--- config.mk ---
export PLATFORM = sky130hd
export DESIGN_NAME = ldc_regs
export DESIGN_NICKNAME = d
export VERILOG_FILES = /design/src/ldc_pkg.sv /design/src/ldc_regs.sv
export VERILOG_INCLUDE_DIRS = /design/src
export SDC_FILE = /design/constraint.sdc
export NUM_CORES = 1
export LEC_CHECK = 0
export BUFFER_PORTS_ARGS = -buffer_cell sky130_fd_sc_hd__buf_4
export CAP_MARGIN = 5
export CELL_PAD_IN_SITES_DETAIL_PLACEMENT = 0
export CELL_PAD_IN_SITES_GLOBAL_PLACEMENT = 1
export CORE_MARGIN = 4
export CORE_UTILIZATION = 40
export CTS_CLUSTER_SIZE = 12
export DETAILED_ROUTE_END_ITERATION = 10
export HOLD_SLACK_MARGIN = 0.12
export PLACE_DENSITY_LB_ADDON = 0.1
export SYNTH_ARGS = -nofsm -noshare
export SYNTH_HDL_FRONTEND = slang
export SYNTH_SLANG_ARGS = --single-unit
--- constraint.sdc ---
create_clock -name i_core_clk -period 1.2 [get_ports i_core_clk]
set_input_delay 0.06 -clock i_core_clk [delete_from_list [all_inputs] [get_ports i_core_clk]]
set_output_delay 0.06 -clock i_core_clk [all_outputs]
set_load 0.02 [all_outputs]
--- src/ldc_params.svh ---
// Register offsets, field positions and reset values of the LCD control bank
`ifndef LDC_PARAMS_SVH
`define LDC_PARAMS_SVH
// Register byte offsets
`define LDC_OFS_DRIVE_MODE 8'h08
`define LDC_OFS_HYST 8'h0C
`define LDC_OFS_ANALOG 8'h10
`define LDC_OFS_IRQ 8'h18
`define LDC_OFS_SEG_SEL 8'h20
`define LDC_OFS_DISP 8'h28
// Reset values
`define LDC_RST_DRIVE_MODE 7'h00
`define LDC_RST_HYST 2'h1
`define LDC_RST_ANALOG 5'h07
`define LDC_RST_SEG_SEL 28'h0000000
`define LDC_RST_DISP 3'h0
// Interrupt register field positions
`define LDC_IRQ_EN_BIT 0
`define LDC_IRQ_STAT_BIT 1
`define LDC_IRQ_CLR_BIT 2
// Display control: LCD/LED select bit
`define LDC_DISP_LED_BIT 2
// Segment select bit counts: low pin groups, then total
`define LDC_SEG_LOW_N 24
`define LDC_SEG_N 28
`endif

--- src/ldc_pkg.sv ---
// Types shared by the LCD control register bank
package ldc_pkg;
    // Clock source codes
    typedef enum logic [1:0] {
        LDC_CLK_SLOW_RC = 2'h0,
        LDC_CLK_CRYSTAL = 2'h1,
        LDC_CLK_FAST_RC = 2'h2
    } ldc_clk_src_t;
    // Drive scheme of the bias network
    typedef enum logic [1:0] {
        LDC_DRV_SLOW = 2'h0,
        LDC_DRV_FAST = 2'h1,
        LDC_DRV_AUTO = 2'h2
    } ldc_drive_t;
    // Register port request
    typedef struct packed {
        logic [7:0] addr;
        logic [31:0] wdata;
        logic wr;
        logic rd;
    } ldc_req_t;
    // Analog control outputs
    typedef struct packed {
        logic [1:0] hysteresis_level;
        logic crystal_high_range;
        logic crystal_freq_choice;
        logic crystal_power_down;
        logic capsense_power_down;
        logic converter_power_down;
    } ldc_analog_t;
    // LCD drive controls to waveform generator
    typedef struct packed {
        ldc_clk_src_t lcd_clock_source;
        logic bias_resistance_choice;
        logic [1:0] charge_time_choice;
        ldc_drive_t lcd_drive_scheme;
        logic [9:0] bias_kohm;
        logic [6:0] charge_divisor;
    } ldc_drive_ctrl_t;
endpackage

--- src/ldc_regs.sv ---
// LCD driver control and configuration register bank
//
// Function
// - Two-bit hysteresis code: 300 to 600 mV
// - High range bit: zero 4MHz, one 8MHz
// - Frequency choice: zero 32768Hz, one 4/8MHz
// - Crystal off while power-down set; off after reset (output power-down bit is zero during reset, set from the first clock after)
// - Clock source: 00 slow RC, 01 crystal, else fast RC
// - Bias select: zero 225k, one 900k total
// - Charge time 1/8 to 1/64 COM period
// - Drive code 00: slow charge, selected bias
// - Drive code 01: fast charge, 60k bias
// - Drive codes 10/11: automatic 60k/selected switching
// - Writing one clears scan status; zero ignored
// - Read-only status shows completed scan
// - Read-write interrupt enable bit
// - Segment bits 0-23 map to listed pins
// - Segment bits 24-27 map to PA4-PA7
// - Select bit one: segment mode, zero: IO
// - Display control bit 2 picks LCD or LED
`include "ldc_params.svh"
module ldc_regs (
    // Clock and reset
    input wire logic i_core_clk,
    input wire logic i_rst_b,
    // Register port
    input wire ldc_pkg::ldc_req_t i_req,
    output logic [31:0] o_rdata,
    // Scan end event from the waveform generator
    input wire logic i_scan_done,
    // Analog and LCD controls
    output ldc_pkg::ldc_analog_t o_analog,
    output ldc_pkg::ldc_drive_ctrl_t o_drive,
    // Per-pin segment or IO choice, pin groups in order
    output logic [7:0] o_seg_pa_hi,
    output logic [7:0] o_seg_pb_hi,
    output logic [1:0] o_seg_pc_lo,
    output logic [5:0] o_seg_pc_hi,
    output logic [3:0] o_seg_pa_lo,
    // Segment buffers drive LED matrix when high
    output logic o_drive_led,
    // Level interrupt
    output logic o_irq
);
    import ldc_pkg::*;

    // Stored fields
    logic [6:0] drive_mode;
    logic [1:0] hyst;
    logic [4:0] analog;
    logic [27:0] seg_sel;
    logic [2:0] disp;
    logic irq_en;
    logic scan_stat;
    // Decoded write strobes
    logic wr_drive;
    logic wr_hyst;
    logic wr_analog;
    logic wr_irq;
    logic wr_seg;
    logic wr_disp;
    // Next drive controls
    ldc_drive_ctrl_t next_drive;
    logic [31:0] next_rdata;

    // Address decode for writes
    always_comb begin
        wr_drive = i_req.wr && (i_req.addr == `LDC_OFS_DRIVE_MODE);
        wr_hyst = i_req.wr && (i_req.addr == `LDC_OFS_HYST);
        wr_analog = i_req.wr && (i_req.addr == `LDC_OFS_ANALOG);
        wr_irq = i_req.wr && (i_req.addr == `LDC_OFS_IRQ);
        wr_seg = i_req.wr && (i_req.addr == `LDC_OFS_SEG_SEL);
        wr_disp = i_req.wr && (i_req.addr == `LDC_OFS_DISP);
    end

    // LCD drive mode register
    always_ff @(posedge i_core_clk or negedge i_rst_b) begin
        if (!i_rst_b) begin
            drive_mode <= `LDC_RST_DRIVE_MODE;
        end else if (wr_drive) begin
            drive_mode <= i_req.wdata[6:0];
        end
    end

    // Hysteresis select register
    always_ff @(posedge i_core_clk or negedge i_rst_b) begin
        if (!i_rst_b) begin
            hyst <= `LDC_RST_HYST;
        end else if (wr_hyst) begin
            hyst <= i_req.wdata[1:0];
        end
    end

    // Analog power switch register, crystal off after reset
    always_ff @(posedge i_core_clk or negedge i_rst_b) begin
        if (!i_rst_b) begin
            analog <= `LDC_RST_ANALOG;
        end else if (wr_analog) begin
            analog <= i_req.wdata[4:0];
        end
    end

    // Segment pin select register
    always_ff @(posedge i_core_clk or negedge i_rst_b) begin
        if (!i_rst_b) begin
            seg_sel <= `LDC_RST_SEG_SEL;
        end else if (wr_seg) begin
            seg_sel <= i_req.wdata[27:0];
        end
    end

    // Display control register
    always_ff @(posedge i_core_clk or negedge i_rst_b) begin
        if (!i_rst_b) begin
            disp <= `LDC_RST_DISP;
        end else if (wr_disp) begin
            disp <= i_req.wdata[2:0];
        end
    end

    // Interrupt enable bit
    always_ff @(posedge i_core_clk or negedge i_rst_b) begin
        if (!i_rst_b) begin
            irq_en <= 1'h0;
        end else if (wr_irq) begin
            irq_en <= i_req.wdata[`LDC_IRQ_EN_BIT];
        end
    end

    // Sticky scan status; a new scan end wins over a clear
    always_ff @(posedge i_core_clk or negedge i_rst_b) begin
        if (!i_rst_b) begin
            scan_stat <= 1'h0;
        end else if (i_scan_done) begin
            scan_stat <= 1'h1;
        end else if (wr_irq && i_req.wdata[`LDC_IRQ_CLR_BIT]) begin
            scan_stat <= 1'h0;
        end
    end

    // Decode drive controls
    always_comb begin
        next_drive.bias_resistance_choice = drive_mode[4];
        next_drive.charge_time_choice = drive_mode[3:2];
        // Source code 10 and 11 both pick the fast RC
        case (drive_mode[6:5])
            2'h0: next_drive.lcd_clock_source = LDC_CLK_SLOW_RC;
            2'h1: next_drive.lcd_clock_source = LDC_CLK_CRYSTAL;
            default: next_drive.lcd_clock_source = LDC_CLK_FAST_RC;
        endcase
        // Charge time as divisor of COM period
        case (drive_mode[3:2])
            2'h0: next_drive.charge_divisor = 7'h08;
            2'h1: next_drive.charge_divisor = 7'h10;
            2'h2: next_drive.charge_divisor = 7'h20;
            default: next_drive.charge_divisor = 7'h40;
        endcase
        // Bias total in kilo-ohm
        case (drive_mode[1:0])
            2'h0: begin
                next_drive.lcd_drive_scheme = LDC_DRV_SLOW;
                next_drive.bias_kohm = drive_mode[4] ? 10'h384 : 10'h0E1;
            end
            2'h1: begin
                next_drive.lcd_drive_scheme = LDC_DRV_FAST;
                next_drive.bias_kohm = 10'h03C;
            end
            default: begin
                // Slow total reported; generator switches to 60k itself
                next_drive.lcd_drive_scheme = LDC_DRV_AUTO;
                next_drive.bias_kohm = drive_mode[4] ? 10'h384 : 10'h0E1;
            end
        endcase
    end

    // Registered control outputs
    always_ff @(posedge i_core_clk or negedge i_rst_b) begin
        if (!i_rst_b) begin
            o_drive <= '0;
            o_analog <= '0;
        end else begin
            o_drive <= next_drive;
            o_analog <= {hyst, analog};
        end
    end

    // Pin mode outputs
    always_ff @(posedge i_core_clk or negedge i_rst_b) begin
        if (!i_rst_b) begin
            o_seg_pa_hi <= 8'h00;
            o_seg_pb_hi <= 8'h00;
            o_seg_pc_lo <= 2'h0;
            o_seg_pc_hi <= 6'h00;
            o_seg_pa_lo <= 4'h0;
        end else begin
            o_seg_pa_hi <= seg_sel[7:0];
            o_seg_pb_hi <= seg_sel[15:8];
            o_seg_pc_lo <= seg_sel[17:16];
            o_seg_pc_hi <= seg_sel[23:18];
            o_seg_pa_lo <= seg_sel[27:24];
        end
    end

    // LCD or LED select and interrupt line
    always_ff @(posedge i_core_clk or negedge i_rst_b) begin
        if (!i_rst_b) begin
            o_drive_led <= 1'h0;
            o_irq <= 1'h0;
        end else begin
            o_drive_led <= disp[`LDC_DISP_LED_BIT];
            o_irq <= scan_stat && irq_en;
        end
    end

    // Read mux
    always_comb begin
        next_rdata = 32'h00000000;
        case (i_req.addr)
            `LDC_OFS_DRIVE_MODE: next_rdata = {25'h0, drive_mode};
            `LDC_OFS_HYST: next_rdata = {30'h0, hyst};
            `LDC_OFS_ANALOG: next_rdata = {27'h0, analog};
            `LDC_OFS_IRQ: next_rdata = {30'h0, scan_stat, irq_en};
            `LDC_OFS_SEG_SEL: next_rdata = {4'h0, seg_sel};
            `LDC_OFS_DISP: next_rdata = {29'h0, disp};
            default: next_rdata = 32'h00000000;
        endcase
    end

    // Read data one cycle after the strobe, zero otherwise
    always_ff @(posedge i_core_clk or negedge i_rst_b) begin
        if (!i_rst_b) begin
            o_rdata <= 32'h00000000;
        end else if (i_req.rd) begin
            o_rdata <= next_rdata;
        end else begin
            o_rdata <= 32'h00000000;
        end
    end

    // Interrupt follows status and enable
    property p_irq_follows;
        @(posedge i_core_clk) disable iff (!i_rst_b)
        1'b1 |=> (o_irq == ($past(scan_stat) && $past(irq_en)));
    endproperty
    a_irq_follows: assert property (p_irq_follows)
        else $error("irq does not follow status and enable");

    // Scan end sets status even when clear arrives together
    property p_set_wins;
        @(posedge i_core_clk) disable iff (!i_rst_b)
        i_scan_done |=> scan_stat ##1 (o_irq == $past(irq_en));
    endproperty
    a_set_wins: assert property (p_set_wins)
        else $error("scan end lost");

    // Clear by one drops status
    property p_clear;
        @(posedge i_core_clk) disable iff (!i_rst_b)
        (wr_irq && i_req.wdata[2] && !i_scan_done) |=> !scan_stat;
    endproperty
    a_clear: assert property (p_clear)
        else $error("status not cleared");

    // Zero in clear bit keeps status
    property p_clear_zero;
        @(posedge i_core_clk) disable iff (!i_rst_b)
        (scan_stat && !(wr_irq && i_req.wdata[2])) |=> scan_stat;
    endproperty
    a_clear_zero: assert property (p_clear_zero)
        else $error("status dropped without clear");

    // Status read back one cycle later
    property p_stat_read;
        @(posedge i_core_clk) disable iff (!i_rst_b)
        (i_req.rd && i_req.addr == 8'h18) |=>
            (o_rdata[1] == $past(scan_stat)) && (o_rdata[31:2] == 30'h0);
    endproperty
    a_stat_read: assert property (p_stat_read)
        else $error("status read wrong");

    // Fast charge code gives 60k two cycles after write
    property p_fast;
        @(posedge i_core_clk) disable iff (!i_rst_b)
        (wr_drive && i_req.wdata[1:0] == 2'h1) |=> ##1
            (o_drive.bias_kohm == 10'h03C);
    endproperty
    a_fast: assert property (p_fast)
        else $error("fast charge bias wrong");

    // Slow mode bias follows bias select
    property p_slow;
        @(posedge i_core_clk) disable iff (!i_rst_b)
        (i_rst_b && drive_mode[1:0] == 2'h0) |=> (o_drive.bias_kohm ==
            ($past(drive_mode[4]) ? 10'h384 : 10'h0E1));
    endproperty
    a_slow: assert property (p_slow)
        else $error("slow charge bias wrong");

    // Source code 11 picks the fast RC as clock source
    property p_clk_src;
        @(posedge i_core_clk) disable iff (!i_rst_b)
        (drive_mode[6:5] == 2'h3) |=> (o_drive.lcd_clock_source ==
            LDC_CLK_FAST_RC);
    endproperty
    a_clk_src: assert property (p_clk_src)
        else $error("clock source decode wrong");

    // Top segment bits reach PA4-PA7
    property p_seg_hi;
        @(posedge i_core_clk) disable iff (!i_rst_b)
        1'b1 |=> (o_seg_pa_lo == $past(seg_sel[27:24]));
    endproperty
    a_seg_hi: assert property (p_seg_hi)
        else $error("PA4-PA7 select wrong");

    // Analog fields reach their outputs one cycle later
    property p_analog;
        @(posedge i_core_clk) disable iff (!i_rst_b)
        i_rst_b |=> (o_analog == $past({hyst, analog}));
    endproperty
    a_analog: assert property (p_analog)
        else $error("analog outputs wrong");

    // Automatic scheme keeps the selected slow total
    property p_auto;
        @(posedge i_core_clk) disable iff (!i_rst_b)
        (i_rst_b && drive_mode[1]) |=>
            (o_drive.lcd_drive_scheme == LDC_DRV_AUTO) &&
            (o_drive.bias_kohm ==
            ($past(drive_mode[4]) ? 10'h384 : 10'h0E1));
    endproperty
    a_auto: assert property (p_auto)
        else $error("automatic drive scheme wrong");

    // Charge divisor doubles with each charge time code
    property p_charge;
        @(posedge i_core_clk) disable iff (!i_rst_b)
        i_rst_b |=> (o_drive.charge_divisor ==
            (7'h08 << $past(drive_mode[3:2])));
    endproperty
    a_charge: assert property (p_charge)
        else $error("charge divisor wrong");

    // Bias select bit passes to the generator
    property p_bias_sel;
        @(posedge i_core_clk) disable iff (!i_rst_b)
        1'b1 |=> (o_drive.bias_resistance_choice == $past(drive_mode[4]));
    endproperty
    a_bias_sel: assert property (p_bias_sel)
        else $error("bias select wrong");

    // Code 01 picks the crystal as clock source
    property p_src_crystal;
        @(posedge i_core_clk) disable iff (!i_rst_b)
        (drive_mode[6:5] == 2'h1) |=>
            (o_drive.lcd_clock_source == LDC_CLK_CRYSTAL);
    endproperty
    a_src_crystal: assert property (p_src_crystal)
        else $error("crystal source decode wrong");

    // Low segment bits reach the PA, PB and PC groups in order
    property p_seg_lo;
        @(posedge i_core_clk) disable iff (!i_rst_b)
        1'b1 |=> ({o_seg_pc_hi, o_seg_pc_lo, o_seg_pb_hi, o_seg_pa_hi} ==
            $past(seg_sel[23:0]));
    endproperty
    a_seg_lo: assert property (p_seg_lo)
        else $error("segment pin select wrong");

    // Display control bit two picks the LED matrix
    property p_led_sel;
        @(posedge i_core_clk) disable iff (!i_rst_b)
        1'b1 |=> (o_drive_led == $past(disp[`LDC_DISP_LED_BIT]));
    endproperty
    a_led_sel: assert property (p_led_sel)
        else $error("display select wrong");

    // Enable bit read back beside the status
    property p_en_read;
        @(posedge i_core_clk) disable iff (!i_rst_b)
        (i_req.rd && i_req.addr == `LDC_OFS_IRQ) |=>
            (o_rdata[0] == $past(irq_en));
    endproperty
    a_en_read: assert property (p_en_read)
        else $error("enable read wrong");

    // Scenarios
    c_irq: cover property (@(posedge i_core_clk) disable iff (!i_rst_b)
        irq_en && i_scan_done ##2 o_irq);
    c_clear: cover property (@(posedge i_core_clk) disable iff (!i_rst_b)
        scan_stat ##1 (wr_irq && i_req.wdata[2]) ##1 !scan_stat);
    c_auto: cover property (@(posedge i_core_clk) disable iff (!i_rst_b)
        o_drive.lcd_drive_scheme == LDC_DRV_AUTO);
endmodule

Yosys cells after proc, flatten, opt, wreduce, memory -nomap -nowiden
Index checks and enable logic that the tools add are counted.
- equal/unequal tests: 10
- mux-type cells: 8
- reduce and logical (&&, ||, !) cells: 12
- operators by type and width (kind ; count):
    case mux 28 bit (6 select lines) ; 1
    two-way mux 28 bit ; 1
    case mux 12 bit (2 select lines) ; 1
    case mux 7 bit (3 select lines) ; 1
    == test 8 x 4 -> 1 bit, second input constant ; 2
    == test 8 x 5 -> 1 bit, second input constant ; 2
    == test 8 x 6 -> 1 bit, second input constant ; 2
    two-way mux 10 bit ; 1
    logical AND 1 bit ; 8
    == test 2 x 1 -> 1 bit, second input constant ; 3
    zero test 2 bit ; 3
    case mux 2 bit (2 select lines) ; 1
    == test 2 bit, second input constant ; 1
    two-way mux 1 bit ; 2
    nonzero test 2 bit ; 1
- flip-flop bits (word level): 140
- output and inout port bits: 93
- logic and storage cells: 57

Longest topological paths before layout
Gate-level depths: netlist (run 1).
- depth after elaboration: 5
- depth in mapped cells: 6
- mapped depth without buffers: 4

Worst setup path before layout (run 1)
OpenSTA, ideal clock, no wires.
- path type: input to register
- from: in i_req[37] (netlist bit)
- to: reg drive_mode[0]
- setup time: 0.125 ns
- arrival time: 1.324 ns
- data required time: 1.075 ns
- setup slack: -0.249 ns
- stages: 4
- path buffers: 1
- path through: buf_6 > or4b_4 > nor3_4 > mux2_2
- word-level cells in the longest chain between the ends: 2
- ends and longest elaborated chain (element ; RTL line ; source):
    start, declared ; ldc_regs.sv:27 ; input wire ldc_pkg::ldc_req_t i_req,
    == test 8 x 4 -> 1 bit ; -- ;
    logical AND 1 bit ; ldc_regs.sv:68 ; wr_drive = i_req.wr && (i_req.addr == `LDC_OFS_DRIVE_MODE);
    end signal, assigned ; ldc_regs.sv:79 ; drive_mode <= `LDC_RST_DRIVE_MODE;
    end signal, assigned ; ldc_regs.sv:81 ; drive_mode <= i_req.wdata[6:0];
    end, declared ; ldc_regs.sv:48 ; logic [6:0] drive_mode;
No other way between the ends.
A chain may end at the register's enable or synchronous reset.

Final worst setup path (run 1)
- from: reg analog[2]
- to: reg o_rdata[2]
- word-level cells in the longest chain between the ends: 2
- ends and longest elaborated chain (element ; RTL line ; source):
    start, declared ; ldc_regs.sv:50 ; logic [4:0] analog;
    start signal, assigned ; ldc_regs.sv:97 ; analog <= `LDC_RST_ANALOG;
    start signal, assigned ; ldc_regs.sv:99 ; analog <= i_req.wdata[4:0];
    case mux 28 bit (6 select lines) ; ldc_regs.sv:218 ; case (i_req.addr)
    two-way mux 28 bit ; ldc_regs.sv:233 ; end else if (i_req.rd) begin
    end signal, assigned ; ldc_regs.sv:234 ; o_rdata <= next_rdata;
    end, declared ; ldc_regs.sv:28 ; output logic [31:0] o_rdata,
No other way between the ends.

==> metrics.md, run 1 <==
| Metric | Value |
|---|---|
| Status | finished clean |
| Top cells by area, synth | dfrtp_1, mux2_2, and2_1, dfstp_2, buf_4 |
| Place WS | -0.369 ns |
| Sequential Power Share | 43.2% |
| Vias | ~2900 |
| Vias per cell | between 4 and 5 |
| Core Box Area | around 11000 sq um |
| Fmax | between 800 and 900 MHz |
| Power per cell area | around 1600 nW/um^2 |
| First-pass GRT wire length | roughly 16000 um |
| Die ar. | 12900 sq um |
| Mean Syn Cell Area | between 15 and 20 sq um |
| Input/output buffers | between 100 and 150 |
| Initial antenna violation count | 0 |
| Clk_skew | roughly 0.0074 ns |
| Height of the die | about 110 um |
| Clock Path Buffers | 2 |
| Dpl cells | between 500 and 600 |
| Sequential-to-total area share from yosys stat | a little under three quarters |
| Clk sinks | ~130 |
| Number of synthesized flops with an enable pin | 0 |
| Largest net degree at the start of global routing | 42 |
| Avg WL per Cell | 15.3 um |
| Root Buffer | clkbuf_8 |
| FP Rows | 38 |
| Mapped cell area | around 4500 sq um |
| Worst path bufs/invs | 0 |
| Crit path largest cell delay | 0.53 ns |
| Setup TNS | 0 ns |
| WL final | approximately 10000 um |
| Fin. Hold Viols | 0 |
| Minimum clock period | roughly 1.2 ns |
| Period utilization | 96.5% |
| Final Max Slew Viols | 0 |
| Crit path arrival time | 1.56 ns |
| Final GP Congestion | between 0.8 and 0.9 |
| DP Area | 5800 sq um |
| H-tree levels | 4 |
| Crit path capture type | flop |
| Setup bufs post-CTS | 0 |
| DRT iter0 DRCs | 126 |
| Diodes inserted | 0 |
| CP required | about 1.6 ns |
| Int Pwr | slightly above 8000 uW |
| DP HPWL | 6970 um |
| Worst hold path type | in -> reg |
| Total track usage | approximately 16% |
| Setup Viol. Count Final | 0 |
| Vias in the first global route | about 3100 |
| Final core occ | 62.1% |
| Leakage | 0.00351 uW |
| Total grt overflow | 0 |
| Layout Cells excl Fill | roughly 640 |
| Layout Nets | between 500 and 600 |
| Area Overhead vs Synth | 51.1% |
| Family with the most delay on the worst path | flip-flops |
| Synth async-reset ratio | 100% |
| CTS clk-pin slew, worst paths | 0.06 ns |
| Post-Layout Inst Area | about 6800 sq um |
| Mapped Cells | slightly below 300 |
| DRC | 0 |
| Slowest CP cell | dfstp_2 |
| CP Cell Sequence | nand2_1 -> o2bb2ai_1 -> a22oi_1 -> nor3b_1 |
| Die Width | about 110 um |
| PnR worst setup slack | ~0.042 ns |
| CP Max Fanout | 2 |
| Sw frac | between 20% and 30% |
| RSZ-0062 raised after global routing | no |
| Share of cells above drive strength 1 | approximately half |
| Synth Register Bits | between 100 and 150 |
| Distinct cells, synth | 35 |
| Clk_lat worst skew | ~0.50 ns |
| Share of Yosys cell area claimed by the top area cell type | between 60% and 70% |
| Fill cell count | approximately 830 |
| Num ports | roughly 140 |
| Worst vdd rail ir drop | 0.000843 V |
| Synth Flop Type | dfrtp_1 |
| Area leader, netlist | dfrtp_1 |
| Combinational Power Share | 7.7% |
| CTS tree | yes |
| Setup crit start kind | flop |
| Synthesis Warnings | 0 |
| ANT nets after route | 0 |
| Initial core utilization | between 40 and 50% |
| DR pass1 iterations | 4 |
| Switching power total | between 2000 and 2500 uW |
| Clock power frac | around 50% |
| Max_cap viols | 0 |
| CP Class | reg -> reg |
| Inserted Clock Buffers | 17 |
-- what timing repair did --
| item | in CTS | in global routing |
|---|---|---|
| endpoints found under the setup margin | 0 | 22 |
| resized for setup | 0 | 1 |
| hold buffers | 34 | 0 |
| hold endpoints to repair | 182 | 0 |
-- layer usage --
layer	global-route usage, %	share of wire [%]	up-vias	routed length (um)
met3	4.67	7.2	7	708
met2	25.3	49	95	4840
met1	20.9	42	1395	4170
met5	0	0	-	0
li1	-	-	1372	-
met4	6.01	0.93	0	91
-- metrics by stage --
| step | hold slack [ns] | power (uW) |
|---|---|---|
| after floorplan | -0.236 | 4930 |
| after global placement | 0.0134 | 5370 |
| after detailed placement | 0.0190 | 5380 |
| after CTS | 0.114 | 10700 |
| after global routing | 0.131 | 11000 |
| final | 0.145 | 10600 |
-- worst paths after layout --
path                             startpoint        endpoint  slack [ns]  depth (start not counted)
worst max-delay path              analog[2]      o_rdata[2]        0.04                          4
worst min-delay path              i_req[38]         hyst[1]        0.14                          5
worst max register to register    analog[2]      o_rdata[2]        0.04                          4
worst min register to register  seg_sel[26]  o_seg_pa_lo[2]        0.38                          0
max in group asynchronous           i_rst_b      seg_sel[7]        0.16                          4
min in group asynchronous           i_rst_b     seg_sel[19]        0.55                          3
-- area by class of cell --
| cell class | instances | area, sq um | share of cell area [%] |
|---|---|---|---|
| flip-flops and latches | 128 | 3210 | 47.5 |
| repair buffers | 192 | 1590 | 23.6 |
| multi-input cells | 146 | 1160 | 17.1 |
| clock buffers | 21 | 459 | 6.79 |
| well taps | 140 | 175 | 2.59 |
| clock inverters | 11 | 154 | 2.28 |
| inverters | 4 | 15.0 | 0.222 |
-- tightest hold or removal path: cells and delay by family --
family | cells | cell delay [ns]
and+or+nand+nor | 3 | 0.23
muxes | 1 | 0.21
buffers and inverters | 1 | 0.11
-- power groups by stage --
stage | Clock, uW | Combinational [uW] | Sequential, uW
finish | 5180 | 815 | 4570
global route | 5510 | 884 | 4590
CTS | 5290 | 828 | 4570
detailed placement | 0 | 738 | 4640
global placement | 0 | 729 | 4640
floorplan | 0 | 195 | 4740
-- registers in the layout, indices dropped and copies added (netlist names), 3 cells and up --
name         cells
drive_mode       7
o_analog         7
o_seg_pc_hi      6
o_seg_pa_hi      8
o_drive         16
o_rdata         28
disp             3
o_seg_pa_lo      4
analog           5
seg_sel         28
o_seg_pb_hi      8
-- synthesized netlist by cell type, drive strengths merged, types with 2 or more instances --
cell type,count
o21ai,3
nor3b,2
mux2i,2
buf,16
dfrtp,124
nand4,4
nand2,9
clkbuf,6
a21oi,4
a22oi,3
and2,23
o221a,2
nand2b,2
dfstp,4
nand3,9
inv,4
nor3,3
mux2,44
nor2,9
nor2b,7
a32o,4
-- kinds of logic after synthesis --
kind of cell / after synthesis / synth area share (%)
flops: 128 / 71.7
simple gates: 72 / 9.82
mux: 46 / 11.5
buf+inv: 26 / 3.44
compound gates: 20 / 3.44
other cells: 1 / 0.0838
-- cells in the final DEF (no fill, tap or decap), drive strengths merged, types with 4 or more instances in the layout --
cell type and count:
nand2 9, inv 5, mux2 44, a32o 4, buf 158, clkinv 5
a21oi 4, dlygate4sd3 34, nor2b 7, dfstp 4, and2 23, nor2 9
nand3 9, dfrtp 124, nand4 4, conb 8, clkbuf 21
Power figures use the tool's default switching activity.
==> run 2: changes to the inputs <==
--- a/config.mk
+++ b/config.mk
@@ -11,7 +11,7 @@
 export CELL_PAD_IN_SITES_DETAIL_PLACEMENT = 0
 export CELL_PAD_IN_SITES_GLOBAL_PLACEMENT = 1
 export CORE_MARGIN = 4
-export CORE_UTILIZATION = 40
+export CORE_UTILIZATION = 44
 export CTS_CLUSTER_SIZE = 12
 export DETAILED_ROUTE_END_ITERATION = 10
 export HOLD_SLACK_MARGIN = 0.12
==> constraint.sdc (replaced) <==
create_clock -name i_core_clk -period 1.35 [get_ports i_core_clk]
set_input_delay 0.0675 -clock i_core_clk [delete_from_list [all_inputs] [get_ports i_core_clk]]
set_output_delay 0.0675 -clock i_core_clk [all_outputs]
set_load 0.02 [all_outputs]
==> run 2 against run 1 <==
Effect of this change: worst setup slack gained 0.034 ns; sequential power shrank 11%; core utilization grew 7.7 points; first-iteration DRC count shrank 55%; critical path type is now in -> reg; clock power shrank 7.9%; combinational power shrank 10%.
==> metrics.md, run 2 (synthesized netlist as in run 1, its figures left out) <==
| Metric | Value |
|---|---|
| Layout Cells excl Fill | 644 (+0.31%) |
| CTS clk-pin slew, worst paths | 0.06 ns (about the same) |
| ANT nets after route | 0 (unchanged) |
| Core Box Area | 9820 sq um (-9.8%) |
| Diodes inserted | 0 (unchanged) |
| Max_cap viols | 0 (unchanged) |
| Setup Viol. Count Final | 0 (unchanged) |
| DRT iter0 DRCs | 57 (-55%) |
| Share of cells above drive strength 1 | 49.5% (+0.31 points) |
| CP Class | in -> reg |
| Worst hold path type | in -> reg |
| Vias | 3010 (+4.9%) |
| CP Cell Sequence | buf_4 -> buf_4 -> nor3_2 -> buf_4 -> nand3_1 -> buf_4 -> o31ai_2 -> nand2b_1 -> dlygate4sd3_1 |
| WL final | 9730 um (-0.73%) |
| DRC | 0 (unchanged) |
| Period utilization | 94.4% |
| Crit path arrival time | 1.67 ns (+0.11 ns) |
| Final Max Slew Viols | 0 (unchanged) |
| Clk sinks | 128 (unchanged) |
| CP required | 1.75 ns (+0.15 ns) |
| Minimum clock period | approximately 1.3 ns |
| Inserted Clock Buffers | 17 (unchanged) |
| Initial core utilization | 45.6% (+4.5 points) |
| Setup crit start kind | input port |
| Power per cell area | 1390 nW/um^2 (-11%) |
| Fin. Hold Viols | 0 (unchanged) |
| Most used cell, CP | buf_4 |
| CTS Hold Bufs | 40 (+18%) |
| Vias per cell | 4.67 (+4.6%) |
| Fmax | 785 MHz |
| Post-Layout Inst Area | 6860 sq um (+1.4%) |
| Status | finished clean |
| Num ports | 138 (unchanged) |
| Most common cell after layout, fill and taps aside | buf_4 |
| Crit path capture type | flop |
| Height of the die | 109 um (-4.3%) |
| Dpl cells | 570 (-1.0%) |
| FP Rows | 36 (-5.3%) |
| Die Width | 109 um (-4.3%) |
| Initial antenna violation count | 0 (unchanged) |
| Largest registers | o_rdata (28), seg_sel (28), o_drive (16) |
| Layout Nets | 543 (+1.7%) |
| Avg WL per Cell | 15.1 um (-1.0%) |
| Clock Path Buffers | 2 (unchanged) |
| Area Overhead vs Synth | 53.2% |
| Input/output buffers | 125 (unchanged) |
| DR pass1 iterations | 4 (unchanged) |
| Crit path largest cell delay | 0.55 ns (+0.02 ns) |
| Largest net degree at the start of global routing | 50 (+19%) |
| Total grt overflow | 0 (unchanged) |
| Clk_skew | 0.0123 ns (+0.00491 ns) |
| Worst vdd rail ir drop | 0.000800 V (-5.0%) |
| Setup TNS | 0 ns (unchanged) |
| DP Area | 5800 sq um (-0.13%) |
| Leakage | 0.00357 uW (+1.6%) |
| Final GP Congestion | 0.837 (+2.7%) |
| Die ar. | 11800 sq um (-8.5%) |
| Vias in the first global route | 3100 (+1.2%) |
| Slowest CP cell | dlygate4sd3_1 |
| RSZ-0062 raised after global routing | no |
| First-pass GRT wire length | 15600 um (-1.4%) |
| DP HPWL | 6560 um (-5.9%) |
| Clk_lat worst skew | 0.51 ns (about the same) |
| H-tree levels | 4 (unchanged) |
| Root Buffer | clkbuf_8 |
| CP Max Fanout | 6 (+4) |
| Commonest cells after routing, fill and taps aside | buf_4, dfrtp_1, mux2_2 |
| Total track usage | 17.8% (+1.8 points) |
| CTS tree | yes |
run 2: timing repair:
| action | in CTS | in global routing |
|---|---|---|
| buffers inserted | 0 | 2 |
| resized for setup | 0 | 2 |
| hold endpoints to repair | 182 | 1 |
| setup endpoints to repair | 0 | 1 |
run 2: through the flow:
stage | setup WS, ns | util, % | total power [uW] | hold WS (ns)
6_report | 0.0760 | 69.8 | 9560 | 0.132
4_1_cts | 0.0155 | 69.6 | 9660 | 0.103
3_5_place_dp | -0.216 | 59.0 | 4770 | -0.0696
3_3_place_gp | -0.219 | 59.0 | 4760 | -0.0689
5_1_grt | 0.0126 | 69.8 | 9920 | 0.111
2_1_floorplan | -0.106 | - | 4380 | -0.228
run 2: layer usage:
layer  GRT usage [%]  routed length, um  vias to the layer above
met5               0                  0                        -
met4            7.48                125                        0
met3            6.28                675                       14
met2            27.8               4890                       97
met1            22.7               4040                     1500
li1                -                  -                     1399
run 2: critical path: cells and delay by family:
family | cells | cell delay, ns
and+or+nand+nor | 3 | 0.33
buffers and inverters | 5 | 1.10
AOI/OAI and AO/OA | 1 | 0.17
run 2: final timing paths:
kind	startpoint	endpoint	slack, ns	depth (start not counted)
max	i_req[36]	scan_stat	0.08	9
max in group asynchronous	i_rst_b	analog[2]	0.29	4
min reg2reg	seg_sel[24]	o_seg_pa_lo[0]	0.38	0
min in group asynchronous	i_rst_b	o_seg_pc_hi[5]	0.57	3
max reg2reg	scan_stat	scan_stat	0.14	3
min	i_req[37]	analog[2]	0.13	5
run 2: layout make-up:
| class | count | area (sq um) |
|---|---|---|
| inverter | 4 | 15.0 |
| tap | 133 | 166 |
| fill | 731 | 2960 |
| clock buffer | 20 | 455 |
| sequential | 128 | 3210 |
| clock inverter | 12 | 180 |
| timing repair buffer | 201 | 1670 |
| multi-input combinational | 146 | 1160 |
run 2: power by group:
group	internal [uW]	switching (uW)
Combinational	367	364
Clock	3150	1620
Sequential	3990	74.1
==> run 3: changes to the inputs <==
--- a/config.mk
+++ b/config.mk
@@ -11,7 +11,8 @@
 export CELL_PAD_IN_SITES_DETAIL_PLACEMENT = 0
 export CELL_PAD_IN_SITES_GLOBAL_PLACEMENT = 1
 export CORE_MARGIN = 4
-export CORE_UTILIZATION = 44
+export CORE_UTILIZATION = 46
+export CTS_BUF_LIST = sky130_fd_sc_hd__clkbuf_4 sky130_fd_sc_hd__clkbuf_8
 export CTS_CLUSTER_SIZE = 12
 export DETAILED_ROUTE_END_ITERATION = 10
 export HOLD_SLACK_MARGIN = 0.12
==> run 3 against run 2 <==
Effect of this change: via count down 2.8%; core utilization shrank 0.25 points; sequential power about the same; critical path type unchanged; critical path depth decreased by 3; non-clock buffer count shrank 14; sequential share of layout area is 2.4 points higher; first-iteration DRC count rose by 96%.
==> metrics.md, run 3 (synthesized netlist as in run 1, its figures left out) <==
| Metric | Value |
|---|---|
| Status | finished clean |
| DR pass1 iterations | 4 (unchanged) |
| Combinational Power Share | 8.5% (+0.9 points) |
| Vias per cell | 4.67 (about the same) |
| Layout Nets | 529 (-2.6%) |
| DP Area | 5750 sq um (-0.71%) |
| FP Rows | 35 (-2.8%) |
| Fill cell count | 722 (-1.2%) |
| Register Area | 3210 sq um (unchanged) |
| Share of cells above drive strength 1 | 49.1% (-0.42 points) |
| Sw frac | 22.9% (+1.5 points) |
| Setup crit start kind | input port |
| Crit path capture type | flop |
| ANT nets after route | 0 (unchanged) |
| Crit path largest cell delay | 0.54 ns (about the same) |
| Power per cell area | 1280 nW/um^2 (-8.0%) |
| CP Depth | 6 (-3) |
| Area occupied by multi-input gates | 1140 sq um (-1.4%) |
| Num ports | 138 (unchanged) |
| Worst Setup EP | drive_mode[6] |
| Input/output buffers | 125 (unchanged) |
| Clock Path Buffers | 2 (unchanged) |
| CP required | 1.65 ns (-0.10 ns) |
| Area Overhead vs Synth | 45.7% |
| Family with the most delay on the worst path | buffers and inverters |
| R2R depth | 4 (+1) |
| Die Width | 107 um (-2.0%) |
| CP Max Fanout | 7 (+1) |
| Switching power total | 1920 uW (-6.6%) |
| CTS clk-pin slew, worst paths | 0.07 ns (about the same) |
| Largest net degree at the start of global routing | 35 (-30%) |
| Clk sinks | 128 (unchanged) |
| Core Box Area | 9370 sq um (-4.6%) |
| Sequential Power Share | 48.5% (+6.0 points) |
| Commonest cells after routing, fill and taps aside | buf_4, dfrtp_1, mux2_2 |
| Minimum clock period | 1.27 ns (-0.00570 ns) |
| Most common cell after layout, fill and taps aside | buf_4 |
| Final GP Congestion | 0.864 (+3.2%) |
| CP Class | in -> reg |
| Total track usage | 18.5% (+0.74 points) |
| Post-Layout Inst Area | 6520 sq um (-4.9%) |
| Clk_lat worst skew | 0.42 ns (-0.09 ns) |
| H-tree levels | 4 (unchanged) |
| Fmax | 788 MHz (+0.45%) |
| Leakage | 0.00341 uW (-4.5%) |
| Fin. Hold Viols | 0 (unchanged) |
| DRT iter0 DRCs | 112 (+96%) |
| Most used cell, CP | buf_4 |
| Crit Reg-Reg Endpoint | o_rdata[2] |
| Final Max Slew Viols | 0 (unchanged) |
| DRC | 0 (unchanged) |
| First-pass GRT wire length | 16000 um (+2.8%) |
| Setup Viol. Count Final | 0 (unchanged) |
| Worst vdd rail ir drop | 0.000811 V (+1.3%) |
| Initial antenna violation count | 0 (unchanged) |
| RSZ-0062 raised after global routing | no |
| Inserted Clock Buffers | 17 (unchanged) |
| CP Cell Sequence | dlygate4sd3_1 -> buf_4 -> nand2_1 -> nor3_4 -> buf_4 -> mux2_2 |
| Max_cap viols | 0 (unchanged) |
| Worst path bufs/invs | 3 (-2) |
| CP startpoint | i_req[1] |
| Root Buffer | clkbuf_8 |
| Diodes inserted | 0 (unchanged) |
| Clk_skew | 0.0116 ns (-0.000723 ns) |
| Initial core utilization | 47.7% (+2.2 points) |
| Reg-to-Reg Start | analog[2] |
| Crit path arrival time | 1.57 ns (-0.10 ns) |
| Int Pwr | 6440 uW (-14%) |
| Vias in the first global route | 3071 (-0.94%) |
| Height of the die | 107 um (-2.0%) |
| Avg WL per Cell | 15.8 um (+4.7%) |
| Total power | 8360 uW (-13%) |
| Clock power frac | 43.0% (-6.9 points) |
| Total grt overflow | 0 (unchanged) |
| Slowest CP cell | dlygate4sd3_1 |
| Vias | 2925 (-2.8%) |
| Largest registers | o_rdata (28), seg_sel (28), o_drive (16) |
| Worst hold path type | in -> async |
| Die ar. | 11400 sq um (-4.0%) |
| Internal reg-to-reg setup slack | 0.17 ns (+0.03 ns) |
| Period utilization | 93.9% (-0.42 points) |
| CTS tree | yes |
| WL final | 9910 um (+1.8%) |
| Setup bufs post-CTS | 0 (unchanged) |
| DP HPWL | 6690 um (+1.9%) |
## run 3: changes by cell type in the layout (fill, tap and decap cells not counted), moves of 6 or more
cell / before / now
clkbuf_16: 16 / 0
dlygate4sd3_1: 40 / 32
clkbuf_8: 4 / 19
buf_4: 156 / 150
## run 3: power by group through the flow
stage / Combinational [uW] / Clock [uW] / Sequential (uW)
detailed placement: 647 / 0 / 4130
CTS: 724 / 3670 / 4060
global placement: 637 / 0 / 4120
floorplan: 172 / 0 / 4210
finish: 714 / 3600 / 4050
global route: 772 / 3870 / 4070
## run 3: how the worst min path moves through the flow
stage | end | slack, ns | cells after the start
2_1_floorplan | analog[3] | -0.23 | 0
3_3_place_gp | o_seg_pc_hi[1] | 0.02 | 1
3_5_place_dp | o_seg_pc_hi[1] | 0.03 | 1
4_1_cts | o_seg_pc_hi[1] | 0.13 | 2
5_1_grt | o_seg_pc_hi[1] | 0.13 | 2
6_report | o_seg_pc_hi[1] | 0.13 | 2
## run 3: metrics by stage
step	worst slack (ns)	hold slack (ns)	TNS [ns]	std cells	utilization (%)
4_1_cts	0.131	0.126	0	626	69.6
3_3_place_gp	-0.187	0.0242	-10.55	562	61.4
2_1_floorplan	-0.106	-0.228	-0.743	300	-
6_report	0.0817	0.132	0	626	69.6
3_5_place_dp	-0.233	0.0253	-13.63	562	61.4
5_1_grt	0.0388	0.132	0	626	69.6
## run 3: final cells by class
| cell class | count | share of cell area [%] |
|---|---|---|
| Sequential cell | 128 | 49.2 |
| Timing Repair Buffer | 187 | 23.7 |
| Multi-Input combinational cell | 146 | 17.5 |
| Clock buffer | 19 | 4.01 |
| Clock inverter | 13 | 2.82 |
| Tap cell | 129 | 2.48 |
| Inverter | 4 | 0.230 |
## run 3: per-layer routing
metal  track usage, %  vias to the layer above  part of all wire (%)
li1                 -                     1364                     -
met1             24.3                     1451                    42
met2             29.6                       98                    50
met3             6.44                       12                   6.3
met4             5.11                        0                   1.3
met5                0                        -                     0
## run 3: repair_timing
| item | in CTS | in global routing |
|---|---|---|
| hold buffers | 32 | 0 |
| resized for setup | 0 | 0 |
| hold endpoints to repair | 177 | 0 |
